--- config.mk ---
export PLATFORM = sky130hd
export DESIGN_NAME = transfer_controller_top
export DESIGN_NICKNAME = d
export VERILOG_FILES = /design/src/hw/transfer_controller_pkg.sv /design/src/hw/transfer_controller_top.sv
export SDC_FILE = /design/constraint.sdc
export NUM_CORES = 2
export LEC_CHECK = 0
export BUFFER_PORTS_ARGS = -buffer_cell sky130_fd_sc_hd__buf_2
export CAP_MARGIN = 20
export CELL_PAD_IN_SITES_DETAIL_PLACEMENT = 1
export CELL_PAD_IN_SITES_GLOBAL_PLACEMENT = 1
export CORE_ASPECT_RATIO = 0.7
export CORE_MARGIN = 3
export CORE_UTILIZATION = 30
export CTS_BUF_LIST = sky130_fd_sc_hd__clkbuf_4
export DETAILED_ROUTE_END_ITERATION = 10
export HOLD_SLACK_MARGIN = 0.06
export PLACE_DENSITY_LB_ADDON = 0.1
export RECOVER_POWER = 100
export SKIP_LAST_GASP = 1
export SLEW_MARGIN = 15
export SYNTH_ARGS = -nofsm -noshare
export SYNTH_HDL_FRONTEND = slang
export SYNTH_SLANG_ARGS = --single-unit
--- constraint.sdc ---
create_clock -name hclk -period 12.6 [get_ports hclk]
set_input_delay 1.89 -clock hclk [delete_from_list [all_inputs] [get_ports hclk]]
set_output_delay 1.89 -clock hclk [all_outputs]
set_load 0.01 [all_outputs]
--- src/hw/transfer_controller_pkg.sv ---
// package: register map, field positions, carrier structs and state of the eight-channel mover
package transfer_controller_pkg;

	localparam int unsigned TRANSFER_CONTROLLER_CHANNELS = 8;

	// byte addresses: each channel owns a 0x20 slot, the shared status pair sits above
	localparam logic [8:0] TRANSFER_CONTROLLER_CH_STRIDE = 9'h020;
	localparam logic [2:0] TRANSFER_CONTROLLER_REG_CONTROL = 3'h0;
	localparam logic [2:0] TRANSFER_CONTROLLER_REG_REQUEST = 3'h1;
	localparam logic [2:0] TRANSFER_CONTROLLER_REG_PRIMARY = 3'h2;
	localparam logic [2:0] TRANSFER_CONTROLLER_REG_SECONDARY = 3'h3;
	localparam logic [2:0] TRANSFER_CONTROLLER_REG_PERIPH_ADDR = 3'h4;
	localparam logic [2:0] TRANSFER_CONTROLLER_REG_LENGTH = 3'h5;
	localparam logic [8:0] TRANSFER_CONTROLLER_SHARED_STATUS_ZERO = 9'h100;
	localparam logic [8:0] TRANSFER_CONTROLLER_SHARED_STATUS_ONE = 9'h104;
	localparam logic [2:0] TRANSFER_CONTROLLER_HSIZE_WORD = 3'h2;

	// channel_control fields
	localparam int unsigned CON_CHANNEL_ON = 15;
	localparam int unsigned CON_BYTE_SIZE = 14;
	localparam int unsigned CON_RAM_TO_PERIPH = 13;
	localparam int unsigned CON_HALF_IRQ = 12;
	localparam int unsigned CON_DUMMY_WRITE = 11;
	localparam int unsigned CON_SCHEME_LSB = 4;
	localparam int unsigned CON_MODE_ONE_SHOT = 0;
	localparam int unsigned CON_MODE_PING_PONG = 1;
	localparam logic [15:0] CON_WRITE_MASK = 16'hF833;

	// channel_request_select fields
	localparam int unsigned REQ_FORCE = 15;
	localparam logic [15:0] REQ_SELECT_MASK = 16'h007F;
	localparam logic [15:0] LENGTH_MASK = 16'h03FF;

	// addressing_scheme encodings
	localparam logic [1:0] SCHEME_POST_INC = 2'h0;
	localparam logic [1:0] SCHEME_FIXED = 2'h1;
	localparam logic [1:0] SCHEME_PERIPH_INDIRECT = 2'h2;

	localparam logic [3:0] LAST_CHANNEL_NONE = 4'hF;
	localparam logic [15:0] STEP_BYTE = 16'h0001;
	localparam logic [15:0] STEP_WORD = 16'h0002;
	localparam logic [15:0] BYTE_LANE = 16'h00FF;

	// one access on the mover's own bus, toward DMA RAM or a peripheral register
	typedef struct packed {
		logic re;
		logic we;
		logic byte_size;
		logic [15:0] addr;
		logic [15:0] wdata;
	} transfer_controller_access_s;

	typedef enum logic [1:0] {
		ST_IDLE,
		ST_CAPTURE,
		ST_WRITE
	} transfer_controller_engine_e;

	typedef struct packed {
		logic [TRANSFER_CONTROLLER_CHANNELS-1:0][15:0] con;
		logic [TRANSFER_CONTROLLER_CHANNELS-1:0][15:0] req;
		logic [TRANSFER_CONTROLLER_CHANNELS-1:0][15:0] primary_ram_base;
		logic [TRANSFER_CONTROLLER_CHANNELS-1:0][15:0] stb;
		logic [TRANSFER_CONTROLLER_CHANNELS-1:0][15:0] pad;
		logic [TRANSFER_CONTROLLER_CHANNELS-1:0][9:0] len;
		logic [TRANSFER_CONTROLLER_CHANNELS-1:0][9:0] done_cnt;
		logic [TRANSFER_CONTROLLER_CHANNELS-1:0][15:0] cur;
		logic [TRANSFER_CONTROLLER_CHANNELS-1:0] pend;
		logic [TRANSFER_CONTROLLER_CHANNELS-1:0] line_prev;
		logic [TRANSFER_CONTROLLER_CHANNELS-1:0] pp;
		logic [TRANSFER_CONTROLLER_CHANNELS-1:0] col_per;
		logic [TRANSFER_CONTROLLER_CHANNELS-1:0] col_ram;
		logic [3:0] last_ch;
		transfer_controller_engine_e st;
		logic [2:0] ch;
		logic [15:0] xaddr;
		transfer_controller_access_s ram;
		transfer_controller_access_s per;
		logic [TRANSFER_CONTROLLER_CHANNELS-1:0] irq;
		logic bus_pend;
		logic bus_write;
		logic bus_mapped;
		logic [8:0] bus_addr;
		logic hreadyout;
		logic hresp;
		logic [31:0] hrdata;
	} transfer_controller_state_s;

endpackage

--- src/hw/transfer_controller_top.sv ---
// eight-channel mover between peripheral registers and DMA RAM, AHB-Lite register slave
`timescale 1ns/1ps
`default_nettype none

module transfer_controller_top (
	// clock and reset
	input wire logic hclk,
	input wire logic hresetn,
	// AHB-Lite register slave
	input wire logic hsel,
	input wire logic [31:0] haddr,
	input wire logic [1:0] htrans,
	input wire logic hwrite,
	input wire logic [2:0] hsize,
	input wire logic [31:0] hwdata,
	input wire logic hready,
	output logic hreadyout,
	output logic hresp,
	output logic [31:0] hrdata,
	// peripheral request lines and indirect offset
	input wire logic [127:0] peripheral_request_line,
	input wire logic [15:0] periph_indirect_offset,
	// private bus toward DMA RAM
	output transfer_controller_pkg::transfer_controller_access_s ram_access,
	input wire logic [15:0] ram_rdata,
	// private bus toward peripheral registers
	output transfer_controller_pkg::transfer_controller_access_s periph_access,
	input wire logic [15:0] periph_rdata,
	// per-channel block or half-block interrupt requests, chosen by CON_HALF_IRQ
	output logic [7:0] channel_irq
);
	import transfer_controller_pkg::*;

	transfer_controller_state_s s;
	transfer_controller_state_s next_s;

	// combinational scratch
	logic found;
	logic [2:0] c;
	logic [2:0] rc;
	logic [2:0] rg;
	logic [15:0] addr;
	logic [15:0] data;
	logic [15:0] wv;
	logic [15:0] rv;
	logic [15:0] step;
	logic [10:0] half_point;
	logic one_shot_stop;

	// per-channel request selection, edge and readiness, read by the engine and the trigger logic
	logic [TRANSFER_CONTROLLER_CHANNELS-1:0] sel_line;
	logic [TRANSFER_CONTROLLER_CHANNELS-1:0] line_rise;
	logic [TRANSFER_CONTROLLER_CHANNELS-1:0] chan_ready;

	for (genvar g = 0; g < TRANSFER_CONTROLLER_CHANNELS; g++) begin : g_chan
		assign sel_line[g] = peripheral_request_line[s.req[g][6:0]];
		assign line_rise[g] = sel_line[g] && !s.line_prev[g];
		assign chan_ready[g] = s.con[g][CON_CHANNEL_ON] && (s.pend[g] || s.req[g][REQ_FORCE]);
	end

	always_comb begin
		next_s = s;
		found = 1'b0;
		c = 3'h0;
		rc = 3'h0;
		rg = 3'h0;
		addr = 16'h0000;
		data = 16'h0000;
		wv = 16'h0000;
		rv = 16'h0000;
		step = STEP_WORD;
		half_point = 11'h000;
		one_shot_stop = 1'b0;
		next_s.ram.re = 1'b0;
		next_s.ram.we = 1'b0;
		next_s.per.re = 1'b0;
		next_s.per.we = 1'b0;
		next_s.irq = '0;

		// transfer engine on the private bus
		case (s.st)
			ST_IDLE: begin
				// lowest-numbered ready channel wins
				for (int i = TRANSFER_CONTROLLER_CHANNELS - 1; i >= 0; i--) begin
					if (chan_ready[i]) begin
						found = 1'b1;
						c = 3'(i);
					end
				end
				if (found) begin
					if (s.con[c][CON_SCHEME_LSB +: 2] == SCHEME_PERIPH_INDIRECT) begin
						addr = s.primary_ram_base[c] | periph_indirect_offset;
					end else begin
						addr = s.cur[c];
					end
					next_s.ch = c;
					next_s.xaddr = addr;
					next_s.last_ch = {1'b0, c};
					if (s.con[c][CON_RAM_TO_PERIPH]) begin
						next_s.ram.re = 1'b1;
						next_s.ram.addr = addr;
						next_s.ram.byte_size = s.con[c][CON_BYTE_SIZE];
					end else begin
						next_s.per.re = 1'b1;
						next_s.per.addr = s.pad[c];
						next_s.per.byte_size = s.con[c][CON_BYTE_SIZE];
					end
					next_s.st = ST_CAPTURE;
				end
			end
			ST_CAPTURE: begin
				// read strobe is out this cycle, data returns in the next
				next_s.st = ST_WRITE;
			end
			ST_WRITE: begin
				c = s.ch;
				data = s.con[c][CON_RAM_TO_PERIPH] ? ram_rdata : periph_rdata;
				if (s.con[c][CON_BYTE_SIZE]) begin
					data = data & BYTE_LANE;
					step = STEP_BYTE;
				end
				if (s.con[c][CON_RAM_TO_PERIPH]) begin
					next_s.per.we = 1'b1;
					next_s.per.addr = s.pad[c];
					next_s.per.wdata = data;
					next_s.per.byte_size = s.con[c][CON_BYTE_SIZE];
				end else begin
					next_s.ram.we = 1'b1;
					next_s.ram.addr = s.xaddr;
					next_s.ram.wdata = data;
					next_s.ram.byte_size = s.con[c][CON_BYTE_SIZE];
					if (s.con[c][CON_DUMMY_WRITE]) begin
						next_s.per.we = 1'b1;
						next_s.per.addr = s.pad[c];
						next_s.per.wdata = 16'h0000;
						next_s.per.byte_size = s.con[c][CON_BYTE_SIZE];
					end
				end
				if (s.con[c][CON_SCHEME_LSB +: 2] == SCHEME_POST_INC) begin
					next_s.cur[c] = s.cur[c] + step;
				end
				if (s.req[c][REQ_FORCE]) begin
					next_s.req[c][REQ_FORCE] = 1'b0;
				end else begin
					next_s.pend[c] = 1'b0;
				end
				// half point rounds up, so an odd block never signals before half has moved
				half_point = (11'({1'b0, s.len[c]}) + 11'h002) >> 1;
				if (s.done_cnt[c] == s.len[c]) begin
					next_s.done_cnt[c] = 10'h000;
					if (!s.con[c][CON_HALF_IRQ]) begin
						next_s.irq[c] = 1'b1;
					end
					one_shot_stop = !s.con[c][CON_MODE_PING_PONG] || s.pp[c];
					if (s.con[c][CON_MODE_ONE_SHOT] && one_shot_stop) begin
						next_s.con[c][CON_CHANNEL_ON] = 1'b0;
					end
					if (s.con[c][CON_MODE_PING_PONG]) begin
						next_s.pp[c] = ~s.pp[c];
						next_s.cur[c] = s.pp[c] ? s.primary_ram_base[c] : s.stb[c];
					end else begin
						next_s.cur[c] = s.primary_ram_base[c];
					end
				end else begin
					next_s.done_cnt[c] = s.done_cnt[c] + 10'h001;
					if (s.con[c][CON_HALF_IRQ]
						&& (11'({1'b0, s.done_cnt[c]}) + 11'h001) == half_point) begin
						next_s.irq[c] = 1'b1;
					end
				end
				next_s.st = ST_IDLE;
			end
			default: begin
				next_s.st = ST_IDLE;
			end
		endcase

		// register slave: address phase, then one wait cycle, then the answer
		if (hsel && hready && htrans[1]) begin
			next_s.bus_pend = 1'b1;
			next_s.bus_write = hwrite;
			next_s.bus_addr = haddr[8:0];
			next_s.bus_mapped = (haddr[31:9] == 23'h000000) && (haddr[1:0] == 2'h0)
				&& (hsize == TRANSFER_CONTROLLER_HSIZE_WORD)
				&& (!haddr[8] || (haddr[7:3] == 5'h00))
				&& (haddr[8] || (haddr[4:2] <= TRANSFER_CONTROLLER_REG_LENGTH));
			next_s.hreadyout = 1'b0;
		end
		if (s.bus_pend) begin
			next_s.bus_pend = 1'b0;
			next_s.hreadyout = 1'b1;
			rc = s.bus_addr[7:5];
			rg = s.bus_addr[4:2];
			wv = hwdata[15:0];
			if (!s.bus_mapped) begin
				rv = 16'h0000;
			end else if (s.bus_addr == TRANSFER_CONTROLLER_SHARED_STATUS_ZERO) begin
				rv = {s.col_per, s.col_ram};
				if (s.bus_write) begin
					// writing zero clears a flag
					next_s.col_per = s.col_per & wv[15:8];
					next_s.col_ram = s.col_ram & wv[7:0];
				end
			end else if (s.bus_addr == TRANSFER_CONTROLLER_SHARED_STATUS_ONE) begin
				rv = {4'h0, s.last_ch, s.pp};
			end else begin
				case (rg)
					TRANSFER_CONTROLLER_REG_CONTROL: begin
						rv = s.con[rc];
						if (s.bus_write) begin
							next_s.con[rc] = wv & CON_WRITE_MASK;
							if (wv[CON_CHANNEL_ON] && !s.con[rc][CON_CHANNEL_ON]) begin
								next_s.cur[rc] = s.primary_ram_base[rc];
								next_s.done_cnt[rc] = 10'h000;
								next_s.pp[rc] = 1'b0;
							end
						end
					end
					TRANSFER_CONTROLLER_REG_REQUEST: begin
						rv = s.req[rc];
						if (s.bus_write) begin
							next_s.req[rc] = (wv & REQ_SELECT_MASK)
								| {next_s.req[rc][REQ_FORCE] | wv[REQ_FORCE], 15'h0000};
						end
					end
					TRANSFER_CONTROLLER_REG_PRIMARY: begin
						rv = s.primary_ram_base[rc];
						if (s.bus_write) begin
							next_s.primary_ram_base[rc] = wv;
						end
					end
					TRANSFER_CONTROLLER_REG_SECONDARY: begin
						rv = s.stb[rc];
						if (s.bus_write) begin
							next_s.stb[rc] = wv;
						end
					end
					TRANSFER_CONTROLLER_REG_PERIPH_ADDR: begin
						rv = s.pad[rc];
						if (s.bus_write) begin
							next_s.pad[rc] = wv;
						end
					end
					TRANSFER_CONTROLLER_REG_LENGTH: begin
						rv = {6'h00, s.len[rc]};
						if (s.bus_write) begin
							next_s.len[rc] = wv[9:0];
						end
					end
					default: begin
						rv = 16'h0000;
					end
				endcase
			end
			if (!s.bus_write) begin
				next_s.hrdata = {16'h0000, rv};
			end
		end

		// trigger detection last, so a new request survives a same-cycle clear
		for (int i = 0; i < TRANSFER_CONTROLLER_CHANNELS; i++) begin
			next_s.line_prev[i] = sel_line[i];
			if (line_rise[i]) begin
				if (s.pend[i]) begin
					if (s.con[i][CON_RAM_TO_PERIPH]) begin
						next_s.col_per[i] = 1'b1;
					end else begin
						next_s.col_ram[i] = 1'b1;
					end
				end
				next_s.pend[i] = 1'b1;
			end
		end
	end

	always_ff @(posedge hclk or negedge hresetn) begin
		if (!hresetn) begin
			s <= '0;
			s.last_ch <= LAST_CHANNEL_NONE;
			s.hreadyout <= 1'b1;
		end else begin
			s <= next_s;
		end
	end

	assign hreadyout = s.hreadyout;
	assign hresp = s.hresp;
	assign hrdata = s.hrdata;
	assign ram_access = s.ram;
	assign periph_access = s.per;
	assign channel_irq = s.irq;

endmodule // transfer_controller_top

`default_nettype wire

==> impl_summary.txt <==
----------------------------------------------------
[Run status]
  Run status ... finished with violations
  Violations in the final reports ... max-capacitance violations, max-slew violations

[Floorplanning]
  Overall die area ... 215000 µm²
  Initial Utilization ... 30.4%
  Number of top-level pins ... 362
  Core Footprint ... 207000 µm²
  Overall die height ... 389 µm
  Number of rows in the core area ... 139
  Horizontal die dimension ... 553 µm

[Clock tree]
  TritonCTS buffer count ... 285
  Clock tree from TritonCTS ... yes
  Setup Buffers After CTS ... 0
  H-tree depth reported by CTS ... 5
  Clock sink count ... 980
  Number of instances resized during post-cts repair ... 0
  Clock tree root driver cell ... clkbuf_4
  Maximum clock insertion buffer count ... 4
  Clock insertion delay at the later pin of the skew report ... 1220 ps
  CTS clock-pin slew for the worst setup and hold paths ... 70 ps
  Number of hold-repair buffers added at the cts stage ... 0

[Timing]
  Tcrit/Tclk final ... 75.7%
  Worst Clk Skew ... 133 ps
  Worst Hold Slack ... 469 ps
  Setup repair after global routing missed its margin ... no
  Crit path setup slack, layout ... 3060 ps
  Count of final setup violators ... 0
  Fin crit period ... 9540 ps
  Setup Total Neg Slack ... 0 ps
  Max-slew violation count ... 1607
  Worst slew margin relative to its limit ... -248%
  Count of final hold-check violations ... 0
  Timing-limited maximum frequency ... 105 MHz
  Actual transition at the worst max-transition pin ... 5230 ps

[Drt]
  Average wire length per cell after detail routing ... 37.5 µm
  Aggregate routed wire length ... 342000 µm
  Starting DRT DRC Count ... 7572
  Via density ... 6.33
  Total number of vias ... 57800
  DRT Pass-1 Iters ... 6
  DRC ... 0
  Count of nets left with antenna violations after detail routing ... 0

[Power]
  Static leakage power ... 28.0 nW
  Power per Cell Area ... 171 nW/µm²
  IR Drop Worst-Case VDD ... 0.150 mV

[Flow run]
  Max_cap viols ... 60

[Worst setup path]
  CP Launch Type ... register
  Data arrival time of the critical path ... 10500 ps
  Launching element of the worst setup path ... s[141]
  Required time reported for the critical path endpoint ... 13560 ps
  Critical path peak fanout ... 40
  Capturing element type of the critical path ... register
  Reg-to-reg startpoint ... s[141]
  CP Class ... register to register

[GRT]
  Global-route usage over all layers ... 30.9%
  Overflow left after global routing ... 0
  Global-route wire length before repair ... 478000 µm
  Largest net degree at the start of global routing ... 147
  Vias in the first global route ... 57900
  Antenna violations before repair ... 34

[Synthesis]
  Xor and xnor fraction of the mapped netlist area ... 0.609%
  Adder-cell share of the synthesized area ... 0.111%
  Synthesis-stage register bit count ... 980
  Portion of the post-synthesis area used by sequential elements ... 39.0%
  Synthesis Warnings ... 0
  Library cells used by synthesis ... 101
  EDFF count, synth ... 0
  Main combinational cell family by area after synthesis ... multiplexers
  Syn_area_per_cell ... 10.5 µm²
  Syn Std Cell Area ... 62900 µm²
  Commonest register cell after synthesis ... dfrtp_1
  Post-synthesis async set-or-reset flop share ... 100%
  Cells after synthesis ... 6006
  Share of the synthesized area in compound gates (AO/OA/AOI/OAI) ... 17.4%
  Simple-gate portion of the synthesized area ... 11.1%
  Multiplexer area fraction after synthesis ... 26.4%

[Min path]
  Worst Hold Launch ... ram_access[11]
  Worst hold-check path type ... register to register

[Cells and area]
  Non-filler cells in the finished layout ... 9133
  Final layout net count ... 6436
  Fraction of layout instances using a drive strength above 1 ... 29.9%
  Core Util, Final ... 33.8%
  Area growth from synthesis to layout ... 11.2%

[Placement]
  Post-placement worst setup slack ... 6100 ps
  Number of cells after detailed placement ... 8638
  IO Port Bufs ... 327
  Routability congestion estimate from global placement ... 0.916
  Placed wire-length estimate ... 227000 µm

----------------------------------------------------
## layout by cell type, fill, tap and decap left out, types with 44 or more instances in the layout
| cell type | n |
|---|---|
| nand4_1 | 51 |
| buf_2 | 231 |
| mux2_2 | 583 |
| clkbuf_1 | 156 |
| a22oi_1 | 310 |
| buf_4 | 142 |
| nor2_1 | 300 |
| mux4_2 | 391 |
| mux2i_1 | 110 |
| a21oi_1 | 272 |
| nand3_1 | 151 |
| o21ai_0 | 272 |
| inv_1 | 70 |
| a31oi_1 | 68 |
| dfrtp_1 | 962 |
| nand2_1 | 822 |
| clkbuf_4 | 415 |
| a22o_1 | 104 |
| a221oi_1 | 179 |
| clkinv_1 | 44 |
## layer usage
layer / part of all wire, % / up-vias / routed length [µm] / global-route usage (%)
li1: - / 23300 / - / -
met1: 45 / 30800 / 155000 / 45.6
met2: 41 / 3164 / 141000 / 43.2
met3: 11 / 570 / 37000 / 9.61
met4: 2.7 / 4 / 9110 / 8.60
met5: 0.0076 / - / 26 / 0
## path summary, 6_finish.rpt
check                                          to  slack [ps]  depth (start not counted)
worst max-delay path            periph_access[32]        3060                         13
worst max register to register  periph_access[32]        3060                         13
min in group asynchronous          channel_irq[2]        2260                          1
worst min-delay path               ram_access[11]         470                          2
max in group asynchronous                  s[140]        5150                          2
worst min register to register     ram_access[11]         470                          2
## worst max-delay path: stages, from the launching register on
cell and delay [ps]:
dfrtp_4 780, clkbuf_1 2000, nand2b_1 1030, nor2_4 240
buf_4 500, clkbuf_1 2150, a221oi_1 390, clkbuf_1 410
o21ai_4 220, buf_4 400, inv_1 120, buf_4 260
a21oi_1 560, a21oi_1 150
## registers in the layout, summed over array words and instances, names as in the netlist
signal and flops:
hrdata 16, s 885, ram_access 35, channel_irq 8, hreadyout 1, periph_access 35
## logic make-up (layout without fill, tap and decap cells)
kind of cell | count (synthesis) | after routing
and+or+nand+nor | 1584 | 1584
AOI/OAI and AO/OA | 1559 | 1559
muxes | 1094 | 1094
DFF | 980 | 980
buffers and inverters | 741 | 1086
xor gates and xnor gates | 42 | 42
adders and majority gates | 5 | 5
other | 1 | 34
## synthesized netlist by cell type (10+ instances only)
library cell  number  area share (%)
nand3_1          151             1.2
o22ai_1           36            0.36
a221o_1           23            0.37
buf_2             34            0.27
clkbuf_1         394             2.4
buf_4            123             1.5
nor3_1            39            0.31
mux2i_1          110             1.8
inv_1             70            0.42
xnor2_1           23            0.32
buf_6             10            0.18
o21a_1            14            0.17
a22oi_1          310             3.7
o221ai_1          19            0.26
a21o_1            14            0.17
nor2b_1           37            0.37
mux2_2           592              11
and2_1            25            0.25
buf_1            102            0.61
o221a_2           12            0.21
and3_1            38            0.38
a2111oi_0         13            0.18
nor2_1           322             1.9
xor2_1            17            0.24
a221oi_1         179             2.5
o211ai_1          39            0.47
nand2b_1          18            0.18
nand4_1           51            0.51
nand2_1          819             4.9
mux4_2           391              14
nor4_1            11            0.11
a311oi_1          18            0.25
dfrtp_1          975              39
a22o_1           104             1.4
o31ai_1           27            0.32
a21oi_1          273             2.2
o21ai_0          270             2.1
a211oi_1          39            0.47
a31oi_1           72            0.72
a222oi_1          28            0.45
## through the flow
step,power (mW),area [µm²]
after global placement,8.70,67000
after detailed placement,8.75,67000
after CTS,11.9,70400
final,12.0,69900
after global routing,12.5,69900
after floorplan,6.48,62900
## cell type report
cell class | instances | area [µm²]
repair buffers | 539 | 2960
multi-input cells | 4301 | 35200
well taps | 2749 | 3440
diodes | 17 | 42.5
clock inverters | 59 | 324
clock buffers | 414 | 3110
fillers | 23100 | 137000
inverters | 74 | 278
flip-flops and latches | 980 | 24600
## power by group
part           switching, mW  internal [mW]
clock network           1.59           1.56
logic                   3.59           1.45
registers              0.321           3.47
total                   5.49           6.48
Note: power is estimated with default switching activity, not from simulation.
